===== src/core/ssw_pkg.sv =====
// Purpose: Shared constants for the shorted switch watchdog
// Assumes: MCLK at 40 MHz
// Notes:   Times are given in their own unit, cycle counts derived
`default_nettype none
package ssw_pkg;
   localparam int unsigned CLK_HZ          = 40_000_000;
   // Mains half period at 50 Hz is 10 ms; allow about three missing crossings
   localparam int unsigned WD_TIMEOUT_US   = 30_000;
   localparam int unsigned WD_TIMEOUT_CYC  = (WD_TIMEOUT_US * (CLK_HZ / 1_000_000));
   // Firing pulses are short gate pulses; hold the disable across the gaps
   localparam int unsigned FP_HOLD_US      = 20_000;
   localparam int unsigned FP_HOLD_CYC     = (FP_HOLD_US * (CLK_HZ / 1_000_000));
   localparam int unsigned CNT_W           = 24;
   localparam int unsigned SYNC_STAGES     = 3;
   // Trip contact polarity variants
   localparam logic        POL_NORM_OPEN   = 1'b0;
   localparam logic        POL_NORM_CLOSED = 1'b1;
   localparam logic        TRIP_RST        = 1'b0;

   typedef enum logic [1:0]
   {
      WD_ARMED    = 2'b00,
      WD_DISABLED = 2'b01,
      WD_TRIPPED  = 2'b10
   } ssw_state_type;
endpackage
`default_nettype wire


===== src/core/ssw_top.sv =====
// Purpose: Shorted switch watchdog; trips a breaker when zero crossings stop
// Assumes: All pins except SRST asynchronous to MCLK; sensing already squared to a level
// Notes:   Disable path overrides everything; trip latches until disable or reset
`default_nettype none

// Notes on behaviour
// - Crossing impulses on the line-to-transformer input keep the watchdog from expiring.
// - The sensed voltage goes through a crossing detector that strobes the watchdog.
// - With no impulses the watchdog expires and the trip output asserts.
// - Firing-pulse activity holds the watchdog disabled during welds.
// - The disable has top priority and keeps trip inactive without impulses.
// - The impulse-removal test input blocks impulses so the watchdog times out.
// - The disable test input disables the watchdog like present firing pulses, but does not set WELD_SEEN.
// - Impulse removal plus disable test keeps trip inactive.
// - Impulse removal alone with no firing pulses makes trip activate.
// - Trip contact polarity is a build choice, normally open or normally closed.
module ssw_top
#(
   parameter int unsigned WD_TIMEOUT = ssw_pkg::WD_TIMEOUT_CYC,
   parameter int unsigned FP_HOLD    = ssw_pkg::FP_HOLD_CYC,
   parameter logic        CONTACT_POL = ssw_pkg::POL_NORM_OPEN
)
(
   input  wire logic MCLK,
   input  wire logic SRST,
   input  wire logic LINE_SENSE,
   input  wire logic FIRING_PULSE_IN,
   input  wire logic IMPULSE_REMOVE_CONTACT,
   input  wire logic IMPULSE_REMOVE_CONTACT_ALT,
   input  wire logic DISABLE_TEST_CONTACT,
   output var  logic TRIP_OUT_PLUS,
   output var  logic TRIP_OUT_MINUS,
   output var  logic TRIP_ACTIVE,
   output var  logic VOLTAGE_SEEN,
   output var  logic WELD_SEEN
);
   import ssw_pkg::*;

   logic              sense_s;
   logic              fp_s;
   logic              rm_s;
   logic              rm_alt_s;
   logic              dis_s;
   logic              sense_q;
   logic              cross_pulse;
   logic              strobe;
   logic              fp_q;
   logic              fp_rise;
   logic              fp_idle;
   logic              disable_now;
   logic              wd_expired;
   logic              trip_d;
   ssw_state_type     state_q;
   ssw_state_type     state_d;

   // Every input pin except MCLK and SRST passes the three-stage filter
   ssw_sync u_sync_sense
   (
      .clk      (MCLK),
      .srst     (SRST),
      .async_in (LINE_SENSE),
      .sync_out (sense_s)
   );

   ssw_sync u_sync_fp
   (
      .clk      (MCLK),
      .srst     (SRST),
      .async_in (FIRING_PULSE_IN),
      .sync_out (fp_s)
   );

   // Either removal contact works, so automation can use its own pair
   ssw_sync u_sync_rm
   (
      .clk      (MCLK),
      .srst     (SRST),
      .async_in (IMPULSE_REMOVE_CONTACT),
      .sync_out (rm_s)
   );

   ssw_sync u_sync_rm_alt
   (
      .clk      (MCLK),
      .srst     (SRST),
      .async_in (IMPULSE_REMOVE_CONTACT_ALT),
      .sync_out (rm_alt_s)
   );

   ssw_sync u_sync_dis
   (
      .clk      (MCLK),
      .srst     (SRST),
      .async_in (DISABLE_TEST_CONTACT),
      .sync_out (dis_s)
   );

   // Edge history for crossing and firing detection
   always_ff @(posedge MCLK)
   begin
      if (SRST)
      begin
         sense_q <= 1'b0;
         fp_q    <= 1'b0;
      end
      else
      begin
         sense_q <= sense_s;
         fp_q    <= fp_s;
      end
   end

   // Both edges of the squared mains are crossings
   assign cross_pulse = sense_s ^ sense_q;
   // Removal contacts block the strobe from the watchdog
   assign strobe = cross_pulse && !(rm_s || rm_alt_s);
   assign fp_rise = fp_s && !fp_q;

   // Gate pulses are brief, so stretch them to cover a whole weld
   ssw_retrig #(.LOAD(FP_HOLD)) u_fp_hold
   (
      .clk     (MCLK),
      .srst    (SRST),
      .kick    (fp_rise),
      .hold    (fp_s),
      .expired (fp_idle)
   );

   // Test disable acts the same as firing activity
   assign disable_now = !fp_idle || dis_s;

   // Watchdog: crossings reload it; disable holds it reloaded
   ssw_retrig #(.LOAD(WD_TIMEOUT)) u_watchdog
   (
      .clk     (MCLK),
      .srst    (SRST),
      .kick    (strobe),
      .hold    (disable_now),
      .expired (wd_expired)
   );

   // Disable is checked first so it always wins over expiry
   always_comb
   begin
      state_d = state_q;
      unique case (state_q)
         WD_ARMED:
         begin
            if (disable_now)
               state_d = WD_DISABLED;
            else if (wd_expired)
               state_d = WD_TRIPPED;
         end
         WD_DISABLED:
         begin
            if (!disable_now)
               state_d = WD_ARMED;
         end
         WD_TRIPPED:
         begin
            if (disable_now)
               state_d = WD_DISABLED;
         end
         default:
            state_d = WD_ARMED;
      endcase
   end

   always_ff @(posedge MCLK)
   begin
      if (SRST)
         state_q <= WD_ARMED;
      else
         state_q <= state_d;
   end

   assign trip_d = (state_d == WD_TRIPPED);

   // Contact drive follows the build polarity
   always_ff @(posedge MCLK)
   begin
      if (SRST)
      begin
         TRIP_ACTIVE    <= TRIP_RST;
         TRIP_OUT_PLUS  <= TRIP_RST ^ CONTACT_POL;
         TRIP_OUT_MINUS <= !(TRIP_RST ^ CONTACT_POL);
      end
      else
      begin
         TRIP_ACTIVE    <= trip_d;
         TRIP_OUT_PLUS  <= trip_d ^ CONTACT_POL;
         TRIP_OUT_MINUS <= !(trip_d ^ CONTACT_POL);
      end
   end

   // Indicators for line voltage and weld activity
   always_ff @(posedge MCLK)
   begin
      if (SRST)
      begin
         VOLTAGE_SEEN <= 1'b0;
         WELD_SEEN    <= 1'b0;
      end
      else
      begin
         VOLTAGE_SEEN <= !wd_expired && !disable_now;
         WELD_SEEN    <= !fp_idle;
      end
   end
endmodule
`default_nettype wire


===== src/core/ssw_sync.sv =====
// Purpose: Three-stage synchroniser with agreement filter
// Assumes: Input is asynchronous to clk
// Notes:   Output changes once stages two and three agree
`default_nettype none
module ssw_sync
(
   input  wire logic clk,
   input  wire logic srst,
   input  wire logic async_in,
   output var  logic sync_out
);
   import ssw_pkg::*;

   logic s1_q;
   logic s2_q;
   logic s3_q;

   // Stage one is read by stage two only
   always_ff @(posedge clk)
   begin
      if (srst)
      begin
         s1_q <= 1'b0;
         s2_q <= 1'b0;
         s3_q <= 1'b0;
      end
      else
      begin
         s1_q <= async_in;
         s2_q <= s1_q;
         s3_q <= s2_q;
      end
   end

   // Accept a level only when two later stages agree
   always_ff @(posedge clk)
   begin
      if (srst)
         sync_out <= 1'b0;
      else if (s2_q == s3_q)
         sync_out <= s3_q;
   end
endmodule
`default_nettype wire


===== src/core/ssw_retrig.sv =====
// Purpose: Retriggerable down counter, expires after a load count
// Assumes: kick is a one-cycle pulse
// Notes:   Used for the watchdog and for firing-pulse stretching
`default_nettype none
module ssw_retrig
#(
   parameter int unsigned LOAD = 16
)
(
   input  wire logic clk,
   input  wire logic srst,
   input  wire logic kick,
   input  wire logic hold,
   output var  logic expired
);
   import ssw_pkg::*;

   localparam logic [CNT_W-1:0] LOAD_V = CNT_W'(LOAD);
   logic [CNT_W-1:0] cnt_q;

   // Kick or hold reloads; otherwise count down to zero
   always_ff @(posedge clk)
   begin
      if (srst || kick || hold)
         cnt_q <= LOAD_V;
      else if (cnt_q != '0)
         cnt_q <= cnt_q - 1'b1;
   end

   always_ff @(posedge clk)
   begin
      if (srst || kick || hold)
         expired <= 1'b0;
      else
         expired <= (cnt_q == '0);
   end
endmodule
`default_nettype wire


===== config.mk =====
export PLATFORM = sky130hd
export DESIGN_NAME = ssw_top
export DESIGN_NICKNAME = d
export VERILOG_FILES = /design/src/core/ssw_pkg.sv /design/src/core/ssw_top.sv /design/src/core/ssw_sync.sv /design/src/core/ssw_retrig.sv
export SDC_FILE = /design/constraint.sdc
export NUM_CORES = 1
export LEC_CHECK = 0
export ABC_AREA = 1
export BUFFER_PORTS_ARGS = -buffer_cell sky130_fd_sc_hd__buf_2
export CORE_MARGIN = 8
export CORE_UTILIZATION = 32
export CTS_CLUSTER_DIAMETER = 150
export DETAILED_ROUTE_END_ITERATION = 10
export GPL_TIMING_DRIVEN = 0
export PLACE_DENSITY = 0.49
export SLEW_MARGIN = 10
export SYNTH_ARGS = -nofsm -noshare
export SYNTH_HDL_FRONTEND = slang
export SYNTH_HIERARCHICAL = 1
export SYNTH_SLANG_ARGS = --single-unit

===== constraint.sdc =====
create_clock -name MCLK -period 1.3 [get_ports MCLK]
set_input_delay 0.13 -clock MCLK [delete_from_list [all_inputs] [get_ports MCLK]]
set_output_delay 0.13 -clock MCLK [all_outputs]
set_load 0.02 [all_outputs]

== After elaboration in Yosys (flattened, before gate mapping) ==
Index checks and enable logic that the tools add are counted.
W data, S select, Z words.

* Register bits: 78
* Latch bits: 0
* RAM bits: 0
* Memory bits (read-only): 0
* Bits of input ports: 7
* Output and inout bits: 5
* Logic and storage cells: 67
* Memories: 0

* Add/subtract/negate cells: 2
* Multipliers: 0
* Divide/modulo/power cells: 0
* $lt $le $gt $ge: 0
* Equal/unequal tests: 8
* Shift operators: 0
* Muxes and demuxes: 5
* Bitwise logic cells: 1
* Reduce and logical (&&, ||, !) cells: 20

{| class="wikitable"
|+ Operators with widths
! cell !! count
|-
| $logic_not A24 Y1 || 2
|-
| $reduce_bool A24 Y1 || 2
|-
| $sub A24 B1 Y24 const B || 2
|-
| $mux W2 || 4
|-
| $logic_not A1 Y1 || 6
|-
| $logic_or A1 B1 Y1 || 6
|-
| $pmux W2 S3 || 1
|-
| $eq A1 B1 Y1 || 5
|-
| $eq A2 B2 Y1 const B || 2
|-
| $logic_and A1 B1 Y1 || 3
|-
| $eq A2 B1 Y1 const B || 1
|-
| $logic_not A2 Y1 || 1
|-
| $xor A1 B1 Y1 || 1
|}

== Logic depth before layout (Yosys ltp) ==
Gate-level depths: netlist (run 1).

* Depth after elaboration: 6
* Mapped depth: 9
* Depth with buffers taken out: 9

== By module ==
The synthesis (run 1) kept the hierarchy.

{| class="wikitable"
|+ Modules (own cells, without submodules)
! module !! instances !! cells an instance !! area an instance (µm²) !! seq. area each (µm²)
|-
| ssw_retrig (u_watchdog) || 1 || 226 || 1,475.2 || 500.5
|-
| ssw_retrig (u_fp_hold) || 1 || 224 || 1,416.4 || 500.5
|-
| ssw_sync || 5 || 13 || 121.4 || 80.1
|-
| ssw_top || 1 || 38 || 284.0 || 160.2
|}

== Least setup slack after synthesis (run 1) ==
Ideal clock, no wire load.

* Path kind: register -> register
* From: reg u_watchdog.cnt_q[0]
* To: reg u_watchdog.cnt_q[16]
* Library setup time: 0.128 ns
* Arrival: 1.282 ns
* Data required time: 1.172 ns
* Path slack: -0.109 ns
* Stages on the path, launching flop included: 9
* Buffers on the path: 0
* Clock period less this slack: 1.409 ns
* Path through: dfxtp_1 inv_1 ha_1 nand2_1 nor2_1 nand2_1 xor2_1 nand2_1 nor2_1

* Longest elaborated chain between the ends: 1
* Elaborated cells between the ends (all ways): 2
* Those cells by class: add/sub (1); reduce/logical (1)

{| class="wikitable"
|+ Ends and longest elaborated chain
! item !! line !! source
|-
| from (decl) || ssw_retrig.sv:19 || <nowiki>logic [CNT_W-1:0] cnt_q;</nowiki>
|-
| from (signal assigned) || ssw_retrig.sv:27 || <nowiki>cnt_q <= cnt_q - 1'b1;</nowiki>
|-
| $sub A24 B1 Y24 / $reduce_bool A24 Y1 (equally long branches) || ssw_retrig.sv:27, ssw_retrig.sv:26 ||
|}

Parallel ways exist; a longest one is shown, timed or not.
A chain may end at the register's enable or synchronous reset.

== Final worst setup path (run 1) ==
* From: reg u_watchdog.cnt_q[3]
* To: reg u_watchdog.cnt_q[21]

The elaborated chain is that of the path after synthesis.

==> summary.txt, run 1 <==
Drt
  – Post-route ant nets: 0
  – DRC: 0
  – Drt total wl: 10.71 mm
  – Drt first pass iters: 4
  – Initial DRC Count: 180
  – Via count: between 3,000 and 4,000
  – Vias per cell: 4.773
  – Routed len/inst: 13.80 um

Yosys
  – Area share of the largest cell type after synthesis: about two fifths
  – Number of synthesized register bits: 78
  – Syn nets: between 500 and 600
  – Post-Syn Area: 0.003782 mm2
  – Syn Area/Cell: around 7 um2
  – Sequential area share after synthesis: 41.28%
  – Synth area leaders: dfxtp_1, nor2_1, nand2_1
  – Syn. warnings: 6
  – Cell accounting for the most synthesized area: dfxtp_1
  – Gate Count Post-Synth: 553
  – Synth cell types: 29

Final layout
  – Finished Layout Cells: 776
  – Most common cell after layout, fill and taps aside: nand2_1
  – Design Area, Final: 0.005653 mm2
  – Biggest regs: u_fp_hold/cnt_q x24, u_watchdog/cnt_q x24, state_q x2
  – Area delta synth->final: 49.45%
  – ANT cells: 0
  – NumNets Final: approximately 640
  – Most frequent cells in the layout: nand2_1, nor2_1, inv_1
  – Core Util, Final: a little under 50%
  – Share of cells above drive strength 1: ~45%

Pwr
  – Share of power burned in registers: between 40% and 50%
  – Internal Power: 4.342 mW
  – Net Sw Power: 1.696 mW
  – Net Sw Frac: 28.09%
  – Maximum vdd ir drop: 0.9756 mV
  – PD cells: ~1100 mW/mm2
  – Leakage: 2.208 nW
  – Share of power burned in the clock network: 41.8%
  – Comb pwr share: 15.4%

Place
  – Hpwl dp: 6.552 mm
  – Cell Area, Placed: 0.004060 mm2
  – GPL Wtd Cong: 0.8673
  – Number of cells after detailed placement: 707
  – Port Buffers: 11

Clock network
  – Clk buf depth: 2
  – Cts bufs inserted: 9
  – CTS tree: done
  – Worst skew pair latency: 0.34 ns
  – Root buffer cell: clkbuf_16
  – Sink Count: 78
  – Clock-pin slew on the worst setup and hold paths: about 0.060 ns
  – Htree depth: 3

Run
  – Max cap viols: 0

Global routing
  – Gr usage total: ~13%
  – Largest net degree at the start of global routing: 28
  – Vias in the first global route: 3,416
  – First-pass GRT wire length: 16.19 mm
  – Gr ovfl total: 0
  – Initial antenna violation count: 0

Critical path
  – WP data required: 1.53 ns
  – CP Launch Type: flip-flop
  – CP endpoint kind: flip-flop
  – CP Class: reg -> reg
  – CP cell instances: nor2_4 -> nand3_4 -> nor2_4 -> nand3_4 -> buf_6 -> a21oi_2 -> nor2_1
  – CP max-delay cell: dfxtp_4
  – Slowest cell delay on critical path: 0.37 ns
  – WP data arrival: 1.61 ns
  – Worst-path fanout max: 6

STA
  – Hold WS: about 0.23 ns
  – Setup violators final: 40
  – Worst slew margin: between 60% and 70%
  – Final min period: 1.383 ns
  – Setup Skew: around 0.0054 ns
  – Final slew viol count: 0
  – Fin crit share: 106.4%
  – F_max: 723.2 MHz
  – RSZ-0062 raised after global routing: true
  – Final hold vios: 0
  – Slew @ Worst Pin: 0.4887 ns
  – Setup WS post-layout: -0.08272 ns

Die
  – CORE AREA: 0.01147 mm2
  – Initial core utilization: 32.98%
  – Die Y: approximately 120 um
  – Io pins: 12
  – Die width: 124.7 um
  – Row count: 39
  – Die Footprint: approximately 0.016 mm2

Outcome
  – Outcome: complete, but fails checks
  – Failing checks: negative setup slack

Min path
  – Worst hold path class: in -> reg
==> kinds of logic (layout without fill, tap and decap cells) <==
kind of cell             count (synthesis)  in the layout  share of synthesized area (%)
buffers and inverters                   69            149                          7.410
XOR/XNOR                                14             14                          3.242
AO/OA/AOI/OAI                           43             43                          6.087
flip-flops                              78             78                          41.28
AND/OR/NAND/NOR                        345            345                          40.66
adder cells (fa/ha/maj)                  4              4                          1.323
==> what timing repair did <==
item | CTS | global route
pin swaps | 30 | 56
resized for setup | 99 | 164
endpoints found under the hold margin | 5 | 0
buffers inserted | 23 | 20
setup endpoints to repair | 50 | 50
gates cloned | 2 | 3
hold buffers | 5 | 0
==> worst max-delay path, delay by kind of cell, from the launching register on <==
family | cells | cell delay [ns]
buf+inv | 1 | 0.16
flops | 1 | 0.37
simple gates | 5 | 0.62
compound gates | 1 | 0.11
==> through the flow <==
step                      total power [mW]  setup TNS, ns  setup slack, ns
after floorplan                      2.929      -0.005090        -0.005090
after global placement               3.050         -12.05          -0.4812
after detailed placement             3.055         -13.38          -0.4854
after CTS                            5.791        -0.2492         -0.02427
after global routing                 6.300         -4.739          -0.1883
final                                6.038         -1.575         -0.08272
==> Yosys cell counts <==
| cell | n |
|---|---|
| o211ai_1 | 1 |
| o21ai_1 | 8 |
| inv_2 | 3 |
| xor2_1 | 12 |
| nand2_2 | 3 |
| buf_2 | 2 |
| o21ai_0 | 6 |
| nor4b_1 | 1 |
| nand3_2 | 3 |
| dfxtp_1 | 78 |
| nand3_4 | 1 |
| buf_4 | 1 |
| buf_6 | 2 |
| nand2_1 | 125 |
| clkbuf_1 | 3 |
| nor3_1 | 2 |
| nand4_1 | 13 |
| ha_1 | 4 |
| nor3_2 | 3 |
| nor2_4 | 3 |
| a21oi_1 | 23 |
| nor2_2 | 19 |
| nand3_1 | 37 |
| and2_1 | 1 |
| o21bai_1 | 5 |
| inv_1 | 58 |
| nor2_1 | 132 |
| xnor2_1 | 2 |
| nor3_4 | 2 |
==> power by group through the flow <==
stage | Clock, mW | Sequential [mW] | Combinational, mW
after floorplan | 0 | 2.57 | 0.357
after global placement | 0 | 2.58 | 0.468
after detailed placement | 0 | 2.58 | 0.472
after CTS | 2.61 | 2.55 | 0.633
after global routing | 2.70 | 2.60 | 1.00
final | 2.52 | 2.59 | 0.927
==> per-layer routing <==
metal | global-route usage, % | routed length, um | vias to the layer above
li1 | - | - | 1890
met1 | 15.12 | 4658 | 1747
met2 | 20.94 | 5466 | 49
met3 | 2.681 | 321 | 18
met4 | 5.599 | 264 | 0
met5 | 0 | 0 | -
==> path summary, 6_finish.rpt <==
check,depth (start not counted),slack (ns),end,start
max,7,-0.08,u_watchdog/cnt_q[21],u_watchdog/cnt_q[3]
min,2,0.23,u_sync_rm_alt/s2_q,SRST
max reg2reg,7,-0.08,u_watchdog/cnt_q[21],u_watchdog/cnt_q[3]
min reg2reg,2,0.40,u_sync_rm_alt/s2_q,u_sync_rm_alt/s1_q
==> area by class of cell <==
class | instances | area [um2]
well taps | 143 | 178.9
plain buffers | 8 | 86.33
repair buffers | 64 | 546.8
inverters | 61 | 246.5
clock buffers | 10 | 229.0
fillers | 1083 | 5814
flip-flops and latches | 78 | 1637
clock inverters | 6 | 71.32
multi-input cells | 406 | 2658
Power figures use the tool's default switching activity.
==> run 2: changes to the inputs <==
--- a/config.mk
+++ b/config.mk
@@ -16,5 +16,4 @@
 export SLEW_MARGIN = 10
 export SYNTH_ARGS = -nofsm -noshare
 export SYNTH_HDL_FRONTEND = slang
-export SYNTH_HIERARCHICAL = 1
 export SYNTH_SLANG_ARGS = --single-unit
==> summary.txt, run 2 <==
STA
  – Fin crit share: 112.3% (+5.9 points)
  – F_max: 685.2 MHz (-5.3%)
  – Final slew viol count: 0 (unchanged)
  – Setup violators final: 45 (+13%)
  – Final hold vios: 0 (unchanged)
  – RSZ-0062 raised after global routing: true
  – Setup Skew: 0.01241 ns (+0.007033 ns)
  – Worst slew margin: 72.91% (+5.5 points)
  – Setup WS post-layout: -0.1595 ns (-0.07675 ns)
  – Final min period: 1.459 ns (+0.07675 ns)
  – Slew @ Worst Pin: 0.4064 ns (-0.08225 ns)
  – Hold WS: 0.07046 ns (-0.1575 ns)
  – Setup TNS: -4.170 ns (-2.595 ns)

Critical path
  – Worst reg-to-reg path cell count: 11 (+4)
  – CP endpoint kind: flip-flop
  – R2R Setup Slk: -0.16 ns (-0.08 ns)
  – WP data arrival: 1.78 ns (+0.17 ns)
  – CP Launch Type: flip-flop
  – RR Endpoint: u_watchdog.cnt_q[4]
  – CP Class: reg -> reg
  – Worst r2r src: u_watchdog.cnt_q[0]
  – Crit. Startpoint: u_watchdog.cnt_q[0]
  – WP data required: 1.62 ns (+0.09 ns)
  – Worst-path fanout max: 7 (+1)
  – Worst setup path endpoint: u_watchdog.cnt_q[4]

Yosys
  – Area share of the largest cell type after synthesis: 42.82% (+1.5 points)
  – Sequential area share after synthesis: 42.82% (+1.5 points)
  – Primary FF master, synth: dfxtp_1
  – Post-Syn Area: 0.003600 mm2 (-4.8%)
  – Synth cell types: 27 (-6.9%)
  – Syn. warnings: 0 (-6)
  – Syn nets: 542 (-3.9%)
  – Syn Area/Cell: 6.779 um2 (-0.89%)
  – Synth area leaders: dfxtp_1, nor2_1, nand2_1
  – Number of synthesized register bits: 77 (-1.3%)
  – Top-count cell post-synth: nor2_1
  – Post-synth EDFFs: 0 (unchanged)
  – Cell accounting for the most synthesized area: dfxtp_1
  – FFs w/ async S/R, synth: 0% (unchanged)
  – Gate Count Post-Synth: 531 (-4.0%)
  – Post-synth top cells: nor2_1, nand2_1, dfxtp_1

Place
  – Worst slack, placed: -0.2592 ns (+0.2262 ns)
  – Port Buffers: 11 (unchanged)
  – Hpwl dp: 5.669 mm (-13%)
  – Number of cells after detailed placement: 682 (-3.5%)
  – GPL Wtd Cong: 0.7867 (-9.3%)

Run
  – Max cap viols: 0 (unchanged)

Clock network
  – Htree depth: 3 (unchanged)
  – Worst skew pair latency: 0.37 ns (+0.03 ns)
  – Cts bufs inserted: 9 (unchanged)
  – Clock-pin slew on the worst setup and hold paths: 0.10 ns (+0.04 ns)
  – CTS tree: done
  – Clk buf depth: 2 (unchanged)
  – Root buffer cell: clkbuf_8
  – Sink Count: 77 (-1.3%)

Drt
  – Highest Signal Layer: met4
  – Routed wl met3: 293 um (-8.7%)
  – Drt first pass iters: 4 (unchanged)
  – Drt total wl: 8.873 mm (-17%)
  – DRT met1 WL: 4.366 mm (-6.3%)
  – DRC: 0 (unchanged)
  – Via count: 3,406 (-8.0%)
  – Post-route ant nets: 0 (unchanged)
  – Routed len/inst: 12.06 um (-13%)
  – Vias per cell: 4.628 (-3.0%)
  – Initial DRC Count: 161 (-11%)
  – Met2 WL post-DR: 4.057 mm (-26%)

Die
  – Die width: 122.1 um (-2.1%)
  – Initial core utilization: 33.06% (+0.077 points)
  – Die Footprint: 0.01490 mm2 (-4.2%)
  – CORE AREA: 0.01089 mm2 (-5.1%)
  – Row count: 38 (-2.6%)
  – Io pins: 12 (unchanged)
  – Die Y: 122.1 um (-2.1%)

Global routing
  – Initial antenna violation count: 0 (unchanged)
  – First-pass GRT wire length: 14.66 mm (-9.5%)
  – Gr usage total: 12.25% (-0.30 points)
  – Largest net degree at the start of global routing: 17 (-39%)
  – Vias in the first global route: 3,058 (-10%)
  – Gr ovfl total: 0 (unchanged)

Pwr
  – Comb pwr share: 19.5% (+4.1 points)
  – Share of power burned in registers: 47.5% (+4.7 points)
  – Total Power: 5.422 mW (-10%)
  – Maximum vdd ir drop: 1.170 mV (+20%)
  – Internal Power: 3.708 mW (-15%)
  – Net Sw Frac: 31.62% (+3.5 points)
  – Share of power burned in the clock network: 33.0% (-8.8 points)
  – Net Sw Power: 1.715 mW (+1.1%)
  – Leakage: 2.009 nW (-9.0%)
  – PD cells: 1085 mW/mm2 (+1.6%)

Final layout
  – NumNets Final: 602 (-5.8%)
  – Area taken by multi-input logic gates: 0.002273 mm2 (-14%)
  – Share of cells above drive strength 1: 37.08% (-7.5 points)
  – Sequential cell area: 0.001590 mm2 (-2.8%)
  – ANT cells: 0 (unchanged)
  – Finished Layout Cells: 736 (-5.2%)
  – Fill count: 1,050 (-3.0%)
  – Area delta synth->final: 38.86%
  – Most common cell after layout, fill and taps aside: nor2_1
  – Most frequent cells in the layout: nor2_1, nand2_1, dfxtp_1
  – Biggest regs: u_fp_hold.cnt_q x24, u_watchdog.cnt_q x24, state_q x2

Min path
  – Worst hold path class: in -> reg

Outcome
  – Failing checks: negative setup slack
  – Outcome: complete, but fails checks
[run 2: critical path, cell delays in order, from the launching register on]
cell and delay (ns):
dfxtp_2 0.35, inv_4 0.07, ha_4 0.12, inv_2 0.03
nor2_2 0.09, nand2_2 0.09, nor2_4 0.13, nand3_4 0.13
buf_2 0.19, nand3_1 0.07, nand2_1 0.05, nor2_1 0.08
[run 2: final cells by class]
cell class	count	share of cell area, %
clock inverter	7	1.327
multi-input combinational	381	45.48
inverter	60	4.706
tap	140	3.504
sequential	77	31.81
clock buffer	9	2.478
buffer	13	2.453
timing repair buffer	49	8.235
[run 2: cell families (layout without fill, tap and decap cells)]
kind of cell               Yosys count  in the layout  synth area share, %
DFF                                 77             77                42.82
and+or+nand+nor                    324            324                38.03
AOI/OAI and AO/OA                   43             43                6.430
xor gates and xnor gates            10             10                2.433
adders and majority gates            4              4                1.390
buffers and inverters               73            138                8.898
[run 2: per-layer routing]
metal	global-route usage [%]	vias up
met5	0	-
met4	5.788	0
met3	2.129	12
met2	18.69	56
met1	16.47	1561
li1	-	1777
[run 2: how the worst min path moves through the flow]
stage                         start                end  slack (ns)  cells past startpoint
floorplan                      SRST     u_sync_fp.s3_q        0.21                      1
global placement    FIRING_PULSE_IN     u_sync_fp.s1_q        0.33                      3
detailed placement       LINE_SENSE  u_sync_sense.s1_q        0.34                      3
CTS                            SRST     u_sync_fp.s3_q        0.04                      2
global route                   SRST     u_sync_fp.s3_q        0.07                      2
finish                         SRST     u_sync_fp.s3_q        0.07                      2
[run 2: per-stage QoR]
stage	utilization, %	instance area, um2
2_1_floorplan	-	3618
3_3_place_gp	35.35	3849
3_5_place_dp	35.35	3849
4_1_cts	43.05	4687
5_1_grt	45.91	4999
6_report	45.91	4999
[run 2: what timing repair did]
action,4_1_cts,5_1_grt
gates resized for setup,138,72
endpoints found under the setup margin,50,50
buffers inserted,16,12
hold buffers,5,0
pin swaps,46,27
hold endpoints to repair,5,0
gates cloned,5,0
[run 2: power groups by stage]
stage | Clock [mW] | Combinational (mW) | Sequential [mW]
2_1_floorplan | 0 | 0.394 | 2.56
3_3_place_gp | 0 | 0.499 | 2.57
3_5_place_dp | 0 | 0.505 | 2.57
4_1_cts | 1.84 | 0.884 | 2.56
5_1_grt | 1.95 | 1.15 | 2.59
6_report | 1.79 | 1.06 | 2.58
==> run 3: changes to the inputs <==
--- a/config.mk
+++ b/config.mk
@@ -5,10 +5,10 @@
 export SDC_FILE = /design/constraint.sdc
 export NUM_CORES = 1
 export LEC_CHECK = 0
-export ABC_AREA = 1
 export BUFFER_PORTS_ARGS = -buffer_cell sky130_fd_sc_hd__buf_2
 export CORE_MARGIN = 8
 export CORE_UTILIZATION = 32
+export CTS_BUF_LIST = sky130_fd_sc_hd__clkbuf_4
 export CTS_CLUSTER_DIAMETER = 150
 export DETAILED_ROUTE_END_ITERATION = 10
 export GPL_TIMING_DRIVEN = 0
==> summary.txt, run 3 <==
Drt
  – Drt first pass iters: 4 (unchanged)
  – Drt total wl: 7.463 mm (-16%)
  – Post-route ant nets: 0 (unchanged)
  – Routed len/inst: 13.40 um (+11%)
  – Via count: 2,711 (-20%)
  – Highest Signal Layer: met4
  – DRC: 0 (unchanged)
  – Vias per cell: 4.867 (+5.2%)
  – Met2 WL post-DR: 3.790 mm (-6.6%)
  – Routed wl met3: 193 um (-34%)
  – DRT met1 WL: 3.362 mm (-23%)
  – Initial DRC Count: 96 (-40%)

Clock network
  – Root buffer cell: clkbuf_4
  – Clock-pin slew on the worst setup and hold paths: 0.13 ns (+0.03 ns)
  – Htree depth: 3 (unchanged)
  – Worst skew pair latency: 0.43 ns (+0.06 ns)
  – Sink Count: 77 (unchanged)
  – Cts bufs inserted: 9 (unchanged)
  – Clk buf depth: 2 (unchanged)
  – CTS tree: done

Final layout
  – Share of cells above drive strength 1: 40.57% (+3.5 points)
  – Design Area, Final: 0.004496 mm2 (-10%)
  – Most frequent cells in the layout: dfxtp_1, nor2_1, buf_4
  – Area taken by multi-input logic gates: 0.001983 mm2 (-13%)
  – Core Util, Final: 46.21% (+0.30 points)
  – Area delta synth->final: 41.29%
  – Sequential cell area: 0.001577 mm2 (-0.87%)
  – Fill count: 975 (-7.1%)
  – ANT cells: 0 (unchanged)
  – Biggest regs: u_fp_hold.cnt_q x24, u_watchdog.cnt_q x24, state_q x2
  – NumNets Final: 431 (-28%)
  – Most common cell after layout, fill and taps aside: dfxtp_1

Place
  – Port Buffers: 11 (unchanged)
  – GPL Wtd Cong: 0.7259 (-7.7%)
  – Cell Area, Placed: 0.003613 mm2 (-6.1%)
  – Worst slack, placed: -1.172 ns (-0.9132 ns)
  – Hpwl dp: 4.490 mm (-21%)

Yosys
  – FFs w/ async S/R, synth: 0% (unchanged)
  – Area share of the largest cell type after synthesis: 48.45% (+5.6 points)
  – Post-Syn Area: 0.003182 mm2 (-12%)
  – Synth cell types: 43 (+59%)
  – Syn Area/Cell: 8.988 um2 (+33%)
  – Primary FF master, synth: dfxtp_1
  – Syn nets: 365 (-33%)
  – Synth area leaders: dfxtp_1, xor2_1, nor2_1
  – Gate Count Post-Synth: 354 (-33%)
  – Post-synth top cells: dfxtp_1, nor2_1, xor2_1
  – Post-synth EDFFs: 0 (unchanged)
  – Number of synthesized register bits: 77 (unchanged)
  – Sequential area share after synthesis: 48.45% (+5.6 points)
  – Syn. warnings: 0 (unchanged)
  – Top-count cell post-synth: dfxtp_1
  – Cell accounting for the most synthesized area: dfxtp_1

Pwr
  – Net Sw Frac: 28.09% (-3.5 points)
  – Leakage: 1.591 nW (-21%)
  – Share of power burned in registers: 53.9% (+6.4 points)
  – PD cells: 1076 mW/mm2 (-0.78%)
  – Share of power burned in the clock network: 29.7% (-3.3 points)
  – Maximum vdd ir drop: 0.7766 mV (-34%)
  – Internal Power: 3.479 mW (-6.2%)
  – Net Sw Power: 1.359 mW (-21%)
  – Comb pwr share: 16.4% (-3.1 points)

Critical path
  – CP endpoint kind: flip-flop
  – CP Class: reg -> reg
  – Worst r2r src: u_watchdog.cnt_q[10]
  – WP data arrival: 2.54 ns (+0.76 ns)
  – Crit. Startpoint: u_watchdog.cnt_q[10]
  – CP Launch Type: flip-flop
  – WP data required: 1.66 ns (+0.04 ns)
  – Worst-path fanout max: 4 (-3)

Die
  – Die Footprint: 0.01339 mm2 (-10%)
  – Die Y: 115.7 um (-5.2%)
  – CORE AREA: 0.009729 mm2 (-11%)
  – Row count: 36 (-5.3%)
  – Io pins: 12 (unchanged)
  – Die width: 115.7 um (-5.2%)
  – Initial core utilization: 32.70% (-0.36 points)

STA
  – Slew @ Worst Pin: 0.5019 ns (+0.09553 ns)
  – Fin crit share: 167.3% (+55 points)
  – Setup violators final: 50 (+11%)
  – RSZ-0062 raised after global routing: true
  – Final hold vios: 0 (unchanged)
  – Final min period: 2.175 ns (+0.7156 ns)
  – F_max: 459.8 MHz (-33%)
  – Worst slew margin: 66.23% (-6.7 points)
  – Setup Skew: 0.02607 ns (+0.01366 ns)
  – Final slew viol count: 0 (unchanged)
  – Setup WS post-layout: -0.8751 ns (-0.7156 ns)

Global routing
  – First-pass GRT wire length: 12.30 mm (-16%)
  – Vias in the first global route: 2,732 (-11%)
  – Gr usage total: 11.73% (-0.52 points)
  – Largest net degree at the start of global routing: 14 (-3)
  – Gr ovfl total: 0 (unchanged)
  – Initial antenna violation count: 0 (unchanged)

Min path
  – Hold path startpoint: SRST
  – Worst hold path class: in -> reg

Run
  – Max cap viols: 0 (unchanged)

Outcome
  – Outcome: complete, but fails checks
  – Failing checks: negative setup slack
==> run 3: worst max-delay path: stages (launching register included) <==
cell	delay, ns
dfxtp_2	0.34
or4_4	0.55
buf_4	0.16
nor4_4	0.36
nand3_2	0.15
or4_4	0.44
a21oi_2	0.12
==> run 3: cell type report <==
type,count,area share (%)
repair buffers,63,11.88
clock buffers,9,1.503
inverters,7,0.6958
flip-flops and latches,77,35.07
well taps,133,3.702
plain buffers,10,1.614
clock inverters,6,1.419
multi-input cells,252,44.11
==> run 3: cell families after synthesis <==
| group | share of synthesized area (%) |
|---|---|
| simple gates | 26.98 |
| compound gates | 11.09 |
| flops | 48.45 |
| buf+inv | 3.342 |
| xor+xnor | 8.258 |
| mux | 0.3146 |
| fa+ha+maj | 1.573 |
==> run 3: timing repair <==
item                       CTS  global route
hold endpoints to repair     5             0
setup buffers               37            14
cloned                       1             0
hold buffers                 5             0
setup endpoints to repair   50            50
pin swaps                   30            32
gates resized for setup     64            45
==> run 3: final timing paths <==
kind / to / slack, ns / cells after the start
worst min register to register: VOLTAGE_SEEN / 0.43 / 1
worst min-delay path: VOLTAGE_SEEN / 0.04 / 4
worst max register to register: u_watchdog.cnt_q[18] / -0.88 / 6
worst max-delay path: u_watchdog.cnt_q[18] / -0.88 / 6
==> run 3: routing by layer <==
| layer | vias up | global-route usage [%] |
|---|---|---|
| met5 | - | 0 |
| met4 | 0 | 5.272 |
| met3 | 10 | 4.117 |
| met2 | 16 | 20.39 |
| met1 | 1303 | 12.59 |
| li1 | 1382 | - |
==> run 3: stage by stage <==
step                      std cells  hold slack [ns]  power (mW)  setup TNS (ns)
after floorplan                 354           0.2582       2.987          -25.27
after global placement          498           0.3380       3.082          -38.22
after detailed placement        498           0.3565       3.090          -38.35
after CTS                       552          0.01019       4.757          -30.44
after global routing            557          0.01839       5.095          -33.06
final                           557          0.03609       4.838          -29.11
==> run 3: power groups by stage <==
stage                     sequential (mW)  clock, mW  combinational, mW
final                                2.61       1.44              0.791
after global routing                 2.63       1.61              0.857
after CTS                            2.58       1.50              0.672
after detailed placement             2.62          0              0.468
after global placement               2.62          0              0.463
after floorplan                      2.60          0              0.389
